==> src/lam_pkg.sv <==
// Purpose: Shared constants for the line alarm monitor.
// Assumes: One 25 MHz clock; APB register access with 32-bit data.
// Notes: Offsets are byte addresses of aligned words.
package lam_pkg;
	localparam int unsigned CLK_PERIOD_NS = 40;
	localparam int unsigned DPM_LIMIT = 63;
	localparam int unsigned LOS_LIMIT = 175;
	localparam int unsigned BIT_DIV = 16;
	localparam int unsigned TX_DIV = 16;
	localparam logic [7:0] OFS_STATUS = 8'h00;
	localparam logic [7:0] OFS_MASK = 8'h04;
	localparam logic [7:0] OFS_CTRL = 8'h08;
	localparam logic [7:0] OFS_LIVE = 8'h0C;
	localparam int unsigned BIT_LOS = 0;
	localparam int unsigned BIT_DPM = 1;
	localparam int unsigned LIVE_MODE = 2;
	localparam int unsigned LIVE_EQ_LSB = 4;
	localparam logic [1:0] MASK_RESET = 2'h3;
	localparam logic [2:0] EQ_RESET = 3'h0;
endpackage : lam_pkg

==> src/lam_gap_count.sv <==
// Purpose: Counts clock enable ticks without a pulse and raises an alarm at a limit.
// Assumes: Pulse and tick are synchronous to clk.
// Notes: A pulse clears the count and the alarm at once.
`timescale 1ns/1ns
module lam_gap_count #(
	parameter int unsigned LIMIT = 63,
	parameter int unsigned W = 8
) (
	// Clock and reset
	input wire logic clk,
	input wire logic rst,
	// Events
	input wire logic tick,
	input wire logic pulse,
	// Results
	output logic alarm,
	output logic [W-1:0] count
);
	localparam logic [W-1:0] LIM = W'(LIMIT);
	wire at_limit = (count == LIM);
	wire [W-1:0] next_count = pulse ? '0 : (tick && !at_limit) ? count + 1'b1 : count;

	always_ff @(posedge clk) begin
		if (rst) begin
			count <= '0;
			alarm <= 1'b0;
		end else begin
			count <= next_count;
			alarm <= !pulse && (next_count == LIM);
		end
	end
endmodule : lam_gap_count

==> src/lam_line_alarm_monitor.sv <==
// Purpose: Loss of signal and driver monitor alarms with interrupt and equalizer select.
// Assumes: Line and pin inputs are digital levels synchronous to ref_clk.
// Notes: Interrupt is open drain, shown as output value and enable.
`timescale 1ns/1ns
module lam_line_alarm_monitor import lam_pkg::*; #(
	parameter int unsigned BIT_DIVIDE = BIT_DIV,
	parameter int unsigned TX_DIVIDE = TX_DIV
) (
	// Clock and reset
	input wire logic ref_clk,
	input wire logic sys_rst,
	// APB slave
	input wire logic psel,
	input wire logic penable,
	input wire logic pwrite,
	input wire logic [7:0] paddr,
	input wire logic [31:0] pwdata,
	output logic [31:0] prdata,
	output logic pready,
	output logic pslverr,
	// Line side
	input wire logic monitor_line_a,
	input wire logic monitor_line_b,
	input wire logic receive_line_a,
	input wire logic receive_line_b,
	output logic rx_plus_data,
	output logic rx_minus_data,
	output logic rx_clk,
	// Pins
	input wire logic mode_host,
	input wire logic eq_select_0,
	input wire logic eq_select_1,
	input wire logic eq_select_2,
	output logic [2:0] eq_code,
	output logic driver_perf_alarm,
	output logic signal_loss_alarm,
	output logic int_out,
	output logic int_oe
);
	localparam logic [7:0] BDIV = 8'(BIT_DIVIDE);
	localparam logic [7:0] TDIV = 8'(TX_DIVIDE);
	localparam logic [6:0] DPM_LO = 7'(DPM_LIMIT - 2);
	localparam logic [6:0] DPM_HI = 7'(DPM_LIMIT + 2);
	localparam logic [7:0] LOS_TICKS = 8'(LOS_LIMIT);
	localparam int RX_SPAN = int'(BIT_DIVIDE) + 1;

	logic [7:0] tx_div_cnt;
	logic [7:0] rx_phase;
	logic rx_mark_d;
	logic plus_seen;
	logic minus_seen;
	logic dpm_live;
	logic los_live;
	logic dpm_live_d;
	logic los_live_d;
	logic [1:0] status;
	logic [1:0] mask;
	logic [2:0] eq_ctrl;
	logic [5:0] dpm_cnt;
	logic [7:0] los_cnt;

	// Transmit period and bit period enables.
	wire tx_tick = (tx_div_cnt == TDIV - 8'h01);
	wire rx_bit_en = (rx_phase == BDIV - 8'h01);
	wire dpm_pulse = monitor_line_a || monitor_line_b;
	wire rx_mark = receive_line_a || receive_line_b;
	wire mark_rise = rx_mark && !rx_mark_d;

	lam_gap_count #(.LIMIT(DPM_LIMIT), .W(6)) u_dpm (
		.clk(ref_clk),
		.rst(sys_rst),
		.tick(tx_tick),
		.pulse(dpm_pulse),
		.alarm(dpm_live),
		.count(dpm_cnt)
	);

	lam_gap_count #(.LIMIT(LOS_LIMIT), .W(8)) u_los (
		.clk(ref_clk),
		.rst(sys_rst),
		.tick(rx_bit_en),
		.pulse(rx_mark),
		.alarm(los_live),
		.count(los_cnt)
	);

	// APB decode.
	wire apb_access = psel && penable && !pready;
	wire hit_status = (paddr == OFS_STATUS);
	wire hit_mask = (paddr == OFS_MASK);
	wire hit_ctrl = (paddr == OFS_CTRL);
	wire hit_live = (paddr == OFS_LIVE);
	wire addr_ok = hit_status || hit_mask || hit_ctrl || hit_live;
	wire wr_en = apb_access && pwrite && addr_ok;
	wire [1:0] w1c = (wr_en && hit_status) ? pwdata[1:0] : 2'h0;
	wire [1:0] rise_ev = {dpm_live && !dpm_live_d, los_live && !los_live_d};
	wire [1:0] next_status = rise_ev | (status & ~w1c);
	wire [31:0] live_word = {25'h0, eq_code, 1'b0, mode_host, dpm_live, los_live};
	wire [31:0] rd_word = hit_status ? {30'h0, status} :
		hit_mask ? {30'h0, mask} :
		hit_ctrl ? {29'h0, eq_ctrl} :
		hit_live ? live_word : 32'h0;
	wire [2:0] pin_code = {eq_select_2, eq_select_1, eq_select_0};
	wire [2:0] next_eq = mode_host ? eq_ctrl : pin_code;
	wire next_int = mode_host && |(next_status & mask);

	always_ff @(posedge ref_clk) begin
		if (sys_rst) begin
			pready <= 1'b0;
			pslverr <= 1'b0;
			prdata <= 32'h0;
			status <= 2'h0;
			mask <= MASK_RESET;
			eq_ctrl <= EQ_RESET;
		end else begin
			pready <= apb_access;
			pslverr <= apb_access && !addr_ok;
			prdata <= (apb_access && !pwrite) ? rd_word : 32'h0;
			status <= next_status;
			if (wr_en && hit_mask) begin
				mask <= pwdata[1:0];
			end
			if (wr_en && hit_ctrl) begin
				eq_ctrl <= pwdata[2:0];
			end
		end
	end

	// Clock recovery: phase realigns on each mark so sampling sits mid bit.
	always_ff @(posedge ref_clk) begin
		if (sys_rst) begin
			tx_div_cnt <= 8'h0;
			rx_phase <= 8'h0;
			rx_mark_d <= 1'b0;
			plus_seen <= 1'b0;
			minus_seen <= 1'b0;
			rx_plus_data <= 1'b0;
			rx_minus_data <= 1'b0;
			rx_clk <= 1'b0;
		end else begin
			tx_div_cnt <= tx_tick ? 8'h0 : tx_div_cnt + 8'h01;
			rx_mark_d <= rx_mark;
			if (mark_rise) begin
				rx_phase <= BDIV >> 1;
			end else begin
				rx_phase <= rx_bit_en ? 8'h0 : rx_phase + 8'h01;
			end
			rx_clk <= (rx_phase < (BDIV >> 1));
			if (rx_bit_en) begin
				rx_plus_data <= plus_seen || receive_line_a;
				rx_minus_data <= minus_seen || receive_line_b;
				plus_seen <= 1'b0;
				minus_seen <= 1'b0;
			end else begin
				plus_seen <= plus_seen || receive_line_a;
				minus_seen <= minus_seen || receive_line_b;
			end
		end
	end

	always_ff @(posedge ref_clk) begin
		if (sys_rst) begin
			dpm_live_d <= 1'b0;
			los_live_d <= 1'b0;
			driver_perf_alarm <= 1'b0;
			signal_loss_alarm <= 1'b0;
			eq_code <= EQ_RESET;
			int_out <= 1'b0;
			int_oe <= 1'b0;
		end else begin
			dpm_live_d <= dpm_live;
			los_live_d <= los_live;
			driver_perf_alarm <= dpm_live;
			signal_loss_alarm <= los_live;
			eq_code <= next_eq;
			int_out <= 1'b0;
			int_oe <= next_int;
		end
	end

	// Reference counts of silent periods, kept apart from the alarm counters so the checks do not lean on them.
	logic [6:0] quiet_ticks;
	logic [7:0] space_ticks;

	always_ff @(posedge ref_clk) begin
		if (sys_rst || dpm_pulse) begin
			quiet_ticks <= 7'h00;
		end else if (tx_tick && quiet_ticks != 7'h7F) begin
			quiet_ticks <= quiet_ticks + 7'h01;
		end
	end

	always_ff @(posedge ref_clk) begin
		if (sys_rst || rx_mark) begin
			space_ticks <= 8'h00;
		end else if (rx_bit_en && space_ticks != 8'hFF) begin
			space_ticks <= space_ticks + 8'h01;
		end
	end

	// Alarm counter checks.
	dpm_rise_a: assert property (@(posedge ref_clk) disable iff (sys_rst)
		$rose(dpm_live) |-> dpm_cnt == 6'(DPM_LIMIT) ##1 driver_perf_alarm)
		else $error("driver alarm rose at wrong count");
	dpm_hold_a: assert property (@(posedge ref_clk) disable iff (sys_rst)
		dpm_live && !dpm_pulse |=> dpm_live)
		else $error("driver alarm dropped without a pulse");
	dpm_clear_a: assert property (@(posedge ref_clk) disable iff (sys_rst)
		dpm_pulse |=> !dpm_live ##1 !driver_perf_alarm)
		else $error("driver alarm not cleared by pulse");
	los_rise_a: assert property (@(posedge ref_clk) disable iff (sys_rst)
		$rose(los_live) |-> los_cnt == LOS_TICKS ##1 signal_loss_alarm)
		else $error("loss alarm rose at wrong count");
	los_clear_a: assert property (@(posedge ref_clk) disable iff (sys_rst)
		rx_mark |=> los_cnt == 8'h0 && !los_live ##1 !signal_loss_alarm)
		else $error("mark did not restart loss count");
	// Interrupt, equalizer pin, recovered data and loss count step checks.
	int_assert_a: assert property (@(posedge ref_clk) disable iff (sys_rst)
		mode_host && (rise_ev & mask) != 2'h0 |=> int_oe)
		else $error("interrupt not raised on alarm");
	int_release_a: assert property (@(posedge ref_clk) disable iff (sys_rst)
		$fell(int_oe) |-> !$past(mode_host) || (status & $past(mask)) == 2'h0)
		else $error("interrupt released while a status bit was set");
	int_low_a: assert property (@(posedge ref_clk) disable iff (sys_rst)
		int_oe |-> !int_out)
		else $error("interrupt driven high");
	eq_pins_a: assert property (@(posedge ref_clk) disable iff (sys_rst)
		!mode_host |=> eq_code == $past(pin_code))
		else $error("equalizer code not from pins");
	rx_data_a: assert property (@(posedge ref_clk) disable iff (sys_rst)
		rx_bit_en |=> rx_plus_data == $past(plus_seen || receive_line_a))
		else $error("recovered data mismatch");
	hw_quiet_a: assert property (@(posedge ref_clk) disable iff (sys_rst)
		!mode_host |=> !int_oe)
		else $error("interrupt active in hardware mode");
	cnt_step_a: assert property (@(posedge ref_clk) disable iff (sys_rst)
		los_cnt != $past(los_cnt) |-> $past(rx_bit_en) || $past(rx_mark))
		else $error("space count moved without a bit period");

	// Checks against the reference counts, plus silence count and loss hold checks.
	dpm_window_a: assert property (@(posedge ref_clk) disable iff (sys_rst)
		$rose(dpm_live) |-> quiet_ticks >= DPM_LO && quiet_ticks <= DPM_HI)
		else $error("driver alarm outside its silence window");
	dpm_late_a: assert property (@(posedge ref_clk) disable iff (sys_rst)
		quiet_ticks >= DPM_HI |-> dpm_live)
		else $error("driver alarm missing after long silence");
	dpm_zero_a: assert property (@(posedge ref_clk) disable iff (sys_rst)
		dpm_pulse |=> dpm_cnt == 6'h00)
		else $error("monitor pulse did not restart silence count");
	dpm_step_a: assert property (@(posedge ref_clk) disable iff (sys_rst)
		dpm_cnt != $past(dpm_cnt) |-> $past(tx_tick) || $past(dpm_pulse))
		else $error("silence count moved without a transmit period");
	los_exact_a: assert property (@(posedge ref_clk) disable iff (sys_rst)
		$rose(los_live) |-> space_ticks == LOS_TICKS)
		else $error("loss alarm rose at wrong space count");
	los_late_a: assert property (@(posedge ref_clk) disable iff (sys_rst)
		space_ticks >= LOS_TICKS |-> los_live)
		else $error("loss alarm missing after long run of spaces");
	los_hold_a: assert property (@(posedge ref_clk) disable iff (sys_rst)
		los_live && !rx_mark |=> los_live)
		else $error("loss alarm dropped without a mark");

	// Status and mode checks.
	status_set_a: assert property (@(posedge ref_clk) disable iff (sys_rst)
		rise_ev != 2'h0 |=> (status & $past(rise_ev)) == $past(rise_ev))
		else $error("alarm rise did not set status");
	status_keep_a: assert property (@(posedge ref_clk) disable iff (sys_rst)
		($past(status) & ~status) != 2'h0 |-> $past(wr_en && hit_status))
		else $error("status bit cleared without a host write");
	int_mask_a: assert property (@(posedge ref_clk) disable iff (sys_rst)
		int_oe |-> (status & $past(mask)) != 2'h0)
		else $error("interrupt from a masked bit");
	host_eq_a: assert property (@(posedge ref_clk) disable iff (sys_rst)
		mode_host |=> eq_code == $past(eq_ctrl))
		else $error("equalizer code not from register in host mode");

	// Recovered data and clock checks.
	rx_mark_a: assert property (@(posedge ref_clk) disable iff (sys_rst)
		receive_line_a |-> ##[1:RX_SPAN] rx_plus_data)
		else $error("positive mark not presented");
	rx_minus_a: assert property (@(posedge ref_clk) disable iff (sys_rst)
		receive_line_b |-> ##[1:RX_SPAN] rx_minus_data)
		else $error("negative mark not presented");
	rx_clk_a: assert property (@(posedge ref_clk) disable iff (sys_rst)
		rx_bit_en && !mark_rise |-> ##2 rx_clk)
		else $error("recovered clock not high after bit end");
	rx_align_a: assert property (@(posedge ref_clk) disable iff (sys_rst)
		mark_rise |-> ##2 !rx_clk)
		else $error("recovered clock not realigned on mark");

	los_seen_c: cover property (@(posedge ref_clk) disable iff (sys_rst) $rose(signal_loss_alarm));
	dpm_seen_c: cover property (@(posedge ref_clk) disable iff (sys_rst) $rose(driver_perf_alarm));
	int_clear_c: cover property (@(posedge ref_clk) disable iff (sys_rst) $fell(int_oe) && mode_host);
	loss_clear_c: cover property (@(posedge ref_clk) disable iff (sys_rst) $fell(signal_loss_alarm));
	eq_host_c: cover property (@(posedge ref_clk) disable iff (sys_rst) mode_host && eq_code != 3'h0);
endmodule : lam_line_alarm_monitor

==> config.mk <==
export PLATFORM = sky130hd
export DESIGN_NAME = lam_line_alarm_monitor
export DESIGN_NICKNAME = d
export VERILOG_FILES = /design/src/lam_pkg.sv /design/src/lam_gap_count.sv /design/src/lam_line_alarm_monitor.sv
export SDC_FILE = /design/constraint.sdc
export NUM_CORES = 1
export LEC_CHECK = 0
export CAP_MARGIN = 40
export CELL_PAD_IN_SITES_DETAIL_PLACEMENT = 1
export CELL_PAD_IN_SITES_GLOBAL_PLACEMENT = 2
export CORE_AREA = 5 5 99 101
export DETAILED_ROUTE_END_ITERATION = 16
export DIE_AREA = 0 0 104 106
export DONT_BUFFER_PORTS = 1
export MAX_ROUTING_LAYER = met4
export PLACE_DENSITY_LB_ADDON = 0.05
export SKIP_CTS_REPAIR_TIMING = 1
export SLEW_MARGIN = 40
export SYNTH_ARGS = -nofsm -noshare
export SYNTH_HDL_FRONTEND = slang
export SYNTH_SLANG_ARGS = --single-unit
==> constraint.sdc <==
create_clock -name ref_clk -period 2.1 [get_ports ref_clk]
set_input_delay 0 -clock ref_clk [delete_from_list [all_inputs] [get_ports ref_clk]]
set_output_delay 0 -clock ref_clk [all_outputs]
set_load 0.03 [all_outputs]
* After elaboration in Yosys (flattened, before gate mapping)
Index checks and enable logic that the tools add are counted.
** Storage, ports and cells
- Word-level logic and storage cells :: 99
- Bits in registers :: 59
- Output and inout port bits :: 44
- Input bits :: 53
** Cells by class
- Add/subtract/negate cells :: 4
- Bitwise logic cells :: 6
- Equality and inequality tests :: 9
- Reduce and logical (&&, ||, !) cells :: 42
- Multiplexer cells :: 12
- Magnitude comparators :: 1
** Operators with widths (count)
- $eq 8x4->1 const B :: 4
- $add 8x1->8 const B :: 3
- $logic_and 1x1->1 :: 17
- $eq 8x8->1 const B :: 2
- $mux 8 :: 2
- $eq 6x6->1 const B :: 2
- $mux 6 :: 2
- $logic_not 1->1 :: 10
- $mux 3 :: 3
- $eq 8x3->1 const B :: 1
- $logic_not 8->1 :: 1
- $lt 8x4->1 const B :: 1
- $mux 4 :: 2
- $reduce_or 2->1 :: 4
- $logic_or 1x1->1 :: 7
- $add 6x1->6 const B :: 1
- $mux 2 :: 3
- $reduce_or 6->1 :: 1
- $and 2x2->2 :: 2
- $reduce_or 4->1 :: 1
- $reduce_or 3->1 :: 1
- $not 1->1 :: 2
- $not 2->2 :: 1
- $or 2x2->2 :: 1

* Longest topological paths before layout
- Depth after elaboration :: 13
- Mapped depth :: 7
- Depth with buffers taken out :: 6

* Hierarchy
From an unflattened synthesis, not the netlist that was laid out.
** Second synthesis, totals
- Cell total of the unflattened synthesis :: 299
- Area, all modules :: 2801.4 µm²
** By module, submodules not included
- lam_line_alarm_monitor :: instances 1, sequential area each 860.8 µm², area each 1905.6 µm², cells an instance 203
- lam_gap_count at u_los :: instances 1, sequential area each 180.2 µm², area each 510.5 µm², cells an instance 55
- lam_gap_count at u_dpm :: instances 1, sequential area each 140.1 µm², area each 385.4 µm², cells an instance 41

* Worst setup path after synthesis
Ideal clock, no wire load.
- Path type :: register to register
- From :: register tx_div_cnt[4]
- To :: register u_dpm.alarm
- Clock period less this slack :: 1971 ps
- Data required time :: 1997 ps
- Library setup time :: 103 ps
- Slack :: 129 ps
- Buffers on the path :: 0
- Cell stages (with the launch flop) :: 6
- Arrival time :: 1867 ps
- Cell sequence :: dfxtp_1 or4_4 a311oi_4 nand2_2 o22a_1 a2111oi_2
** On the way
- Cells in the longest elaborated chain, start to end :: 6
** Ends and longest elaborated chain
- start: declaration :: RTL line lam_line_alarm_monitor.sv:47 : logic [7:0] tx_div_cnt;
- start signal: assignment :: RTL line lam_line_alarm_monitor.sv:141 : tx_div_cnt <= tx_tick ? 8'h0 : tx_div_cnt + 8'h01;
- $eq 8x4->1 :: RTL line lam_line_alarm_monitor.sv:63 : wire tx_tick = (tx_div_cnt == TDIV - 8'h01);
- $logic_and 1x1->1 :: RTL line lam_gap_count.sv:21 : wire [W-1:0] next_count = pulse ? '0 : (tick && !at_limit) ? count + 1'b1 : count;
- $mux 6 (2 in series) :: RTL line lam_gap_count.sv:21
- $eq 6x6->1 :: RTL line lam_gap_count.sv:29 : alarm <= !pulse && (next_count == LIM);
- $logic_and 1x1->1 :: RTL line lam_gap_count.sv:29
- end signal: assignment :: RTL line lam_gap_count.sv:29
- end: declaration :: RTL line lam_gap_count.sv:16 : output logic alarm,
Every way passes these cells.
A chain may end at the register's enable or synchronous reset.

* Worst setup path in the final report
- From :: input sys_rst
- To :: register prdata[2]
** On the way
- Cells in the longest elaborated chain, start to end :: 1
** Ends and longest elaborated chain
- start: declaration :: RTL line lam_line_alarm_monitor.sv:11 : input wire logic sys_rst,
- $reduce_or 4->1 (no source line)
- end signal: assignment :: RTL line lam_line_alarm_monitor.sv:118 : prdata <= (apb_access && !pwrite) ? rd_word : 32'h0;
- end: declaration :: RTL line lam_line_alarm_monitor.sv:18 : output logic [31:0] prdata,
Every way passes these cells.

==> Flow_metrics.wiki <==
{| class="wikitable"
! Metric !! Value
|-
| Run status || completed
|-
| Starting utilization of the core area || between 30% and 40%
|-
| Relative slew slack || a little under a third
|-
| Count of endpoints failing hold in the final timing report || 0
|-
| Net total in the final layout || between 300 and 400
|-
| Asr flop ratio synth || 0%
|-
| Leading cell type in the layout, fill and taps excluded || sky130_fd_sc_hd__dfxtp_1
|-
| Critical path's top delay family || buffers and inverters
|-
| Flip-flop and latch count after synthesis || between 50 and 60
|-
| Post-synthesis adder-cell area fraction || roughly 1.8%
|-
| Cell taking the most area after synthesis || sky130_fd_sc_hd__dfxtp_1
|-
| Cell variety after synth || just under 50
|-
| CTS root buffer || sky130_fd_sc_hd__clkbuf_8
|-
| Vias per Instance || 4.651
|-
| Highest net fanout along the worst path || 25
|-
| Ratio of cells with drive above 1 in the final layout || between 10% and 20%
|-
| Maximum number of pins on one net before global-route repair || 29
|-
| Most Frequent Cell on Critical Path || sky130_fd_sc_hd__dlygate4sd3_1
|-
| TritonCTS clock tree || yes
|-
| Main synth FF type || sky130_fd_sc_hd__dfxtp_1
|-
| Level count of the clock H-tree || 3
|-
| Required time of the worst setup path || around 2300 ps
|-
| GR Overflow Total || 0
|-
| Setup slack at placement || 68.50 ps
|-
| Total wire length after detailed routing || between 6000 and 7000 µm
|-
| Fin crit period || a little under 2000 ps
|-
| Remaining antenna violation count || 0
|-
| Die width || 104 µm
|-
| Cell type of the slowest stage on the worst timing path || sky130_fd_sc_hd__dlygate4sd3_1
|-
| Die H || roughly 110 µm
|-
| Area occupied by multi-input gates || between 1000 and 1500 µm²
|-
| Max Fclk || between 500 and 600 MHz
|-
| Die footprint || roughly 11000 µm²
|-
| Critical path launch point type || input port
|-
| Via count of the first global-routing pass || roughly 2000
|-
| Compound-gate portion of the synthesized area || 7.467%
|-
| Max-slew violation count || 0
|-
| Hold/Removal Path Class || input port to flop
|-
| Area growth from synthesis to layout || 19.56%
|-
| Main combinational cell family by area after synthesis || simple AND/OR/NAND/NOR gates
|-
| Gate count after technology mapping || between 300 and 400
|-
| Pwr Density || 747.4 nW/µm²
|-
| Per-instance average area after synthesis || 9.014 µm²
|-
| Setup tns final || 0 ps
|-
| Synth Area in XOR/XNOR || under 10%
|-
| Max_cap viols || 0
|-
| Ordered list of cells on the worst path || dlygate4sd3_1, nor4_1, buf_4, nand2_1, nor2_1, dlygate4sd3_1
|-
| Half-perimeter wire length of the detailed placement result || about 4500 µm
|-
| TritonCTS buffer count || 9
|-
| Crit path capture type || flop
|-
| Count of routing violations after the opening detailed-route iteration || 35
|-
| Worst endpoint data arrival time || ~2200 ps
|-
| Transition at the pin with the smallest max-transition slack || 1040 ps
|-
| Vias || 2116
|-
| Longest individual stage delay on the worst path || roughly 1200 ps
|-
| Post-Route Skew || 10.11 ps
|-
| Wire length of the first global-routing pass || roughly 10000 µm
|-
| Leading post-synthesis cells by cell area || sky130_fd_sc_hd__dfxtp_1 (43%), sky130_fd_sc_hd__buf_4 (7.4%), sky130_fd_sc_hd__nor2_1 (7.0%), sky130_fd_sc_hd__xor2_1 (3.5%), sky130_fd_sc_hd__mux2i_1 (3.3%)
|-
| Share of the clock period used by the worst path after layout || between 90% and 100%
|-
| Core ar. || 8934 µm²
|-
| Seq/Total Area, Yosys || between 40% and 50%
|-
| Post-synthesis instance area || between 2000 and 3000 µm²
|-
| Number of clock sinks seen by CTS || 59
|-
| Antenna diode count || 0
|-
| Leakage power || roughly 1.3 nW
|-
| Floorplan row count || 35
|-
| Multiplexer area fraction after synthesis || under 10%
|-
| Worst setup margin || ~140 ps
|-
| First-pass iteration count of the detailed router || 4
|-
| Flip-flop and latch area || ~1200 µm²
|-
| IO Count || 97
|-
| Number of buffer and inverter stages on the critical path || 3
|-
| Worst IR drop on VDD || ~0.00026 V
|-
| Final estimated routing congestion in global placement || roughly 0.74
|-
| Commonest non-fill, non-tap cells in the layout || sky130_fd_sc_hd__dfxtp_1 (59), sky130_fd_sc_hd__nor2_1 (51), sky130_fd_sc_hd__conb_1 (27)
|-
| Number of flops mapped to enable cells by yosys || 0
|-
| Finish-stage setup viols || 0
|-
| Category of the most critical setup path || input port to flop
|-
| Worst-path clk slew || ~70 ps
|-
| Yosys warning total || 0
|-
| Simple-gate share of the synthesized area || about a quarter
|-
| CTS Buffer Depth || 2
|-
| Overall routing resource usage || roughly 11%
|-
| Buffers added on ports || 0
|-
| Later-pin clock latency in the skew report || approximately 340 ps
|-
| Filler Cells Inserted || about 1100
|-
| Number of antenna violations at the first check in global routing || 0
|-
| Portion of synthesized cell area occupied by the leading cell type || 43.24%
|-
| Number of remaining DRC errors || 0
|-
| Routed wire per std cell || around 14 µm
|}
-- state kept, by name (all words and copies together), names as in the netlist, 2 cells and up --
register     count
status           2
tx_div_cnt       8
eq_ctrl          3
prdata           6
u_dpm.count      6
u_los.count      8
eq_code          3
rx_phase         8
mask             2
-- power by group --
part / leakage (nW) / total (mW) / internal [mW] / switching [mW]
clock: 0.103 / 1.12 / 0.665 / 0.454
sequential: 0.479 / 1.16 / 1.14 / 0.0233
combinational: 0.730 / 0.161 / 0.0504 / 0.111
total: 1.31 / 2.44 / 1.85 / 0.588
-- area by class of cell --
| cell class | count | area share, % |
|---|---|---|
| clock buffer | 11 | 4.023 |
| clock inverter | 5 | 2.375 |
| inverter | 11 | 1.264 |
| multi-input combinational | 222 | 41.95 |
| sequential | 59 | 36.17 |
| tap | 111 | 4.253 |
| timing repair buffer | 36 | 9.962 |
-- cell usage after synthesis, types with 3 or more instances --
cell	n
sky130_fd_sc_hd__nor2_1	51
sky130_fd_sc_hd__clkbuf_1	7
sky130_fd_sc_hd__dfxtp_1	59
sky130_fd_sc_hd__nand3b_1	5
sky130_fd_sc_hd__nor2b_1	7
sky130_fd_sc_hd__and4_1	4
sky130_fd_sc_hd__xor2_1	11
sky130_fd_sc_hd__nand3_1	12
sky130_fd_sc_hd__xnor2_1	8
sky130_fd_sc_hd__a21oi_1	5
sky130_fd_sc_hd__buf_4	27
sky130_fd_sc_hd__nand2_1	11
sky130_fd_sc_hd__ha_1	4
sky130_fd_sc_hd__and2_1	4
sky130_fd_sc_hd__nor4_1	4
sky130_fd_sc_hd__a211oi_1	3
sky130_fd_sc_hd__or3_1	5
sky130_fd_sc_hd__a31oi_1	4
sky130_fd_sc_hd__nor3_1	5
sky130_fd_sc_hd__nand4_1	5
sky130_fd_sc_hd__inv_1	11
sky130_fd_sc_hd__mux2i_1	9
sky130_fd_sc_hd__and3_1	7
sky130_fd_sc_hd__or2_2	3
-- through the flow --
stage / power, mW / cells / hold slack (ps) / instance area [µm²] / utilization, %
6_report: 2.441 / 455 / 11.10 / 3266 / 36.55
5_1_grt: 2.574 / 455 / 27.09 / 3266 / 36.55
3_5_place_dp: 1.302 / 416 / 80.57 / 2824 / 31.61
2_1_floorplan: 1.339 / 329 / 119.2 / 2829 / -
3_3_place_gp: 1.301 / 416 / 75.75 / 2824 / 31.61
4_1_cts: 2.450 / 432 / -294.7 / 3033 / 33.95
-- worst paths after layout --
path	cells past startpoint	startpoint	endpoint	slack, ps
worst min register to register	1	tx_div_cnt[0]$_SDFF_PP0_	tx_div_cnt[0]$_SDFF_PP0_	450
worst max register to register	5	tx_div_cnt[5]$_SDFF_PP0_	u_dpm.alarm$_SDFF_PP0_	150
worst max-delay path	6	sys_rst	prdata[2]$_SDFF_PP0_	140
worst min-delay path	2	sys_rst	tx_div_cnt[0]$_SDFF_PP0_	10
-- logic make-up (layout without fill, tap and decap cells) --
logic type,count (synthesis),in the layout
buffers and inverters,48,63
AOI/OAI and AO/OA,26,26
xor gates and xnor gates,19,19
muxes,11,11
DFF,59,59
other,1,27
and+or+nand+nor,135,135
adders and majority gates,4,4
-- per-layer routing --
layer	track usage (%)	up-vias	wire [µm]
met2	16.35	44	2910
met4	5.550	0	113
met5	-	-	0
met1	15.04	1000	3150
li1	-	1062	-
met3	3.036	10	301
(Power assumes the default switching activity.)
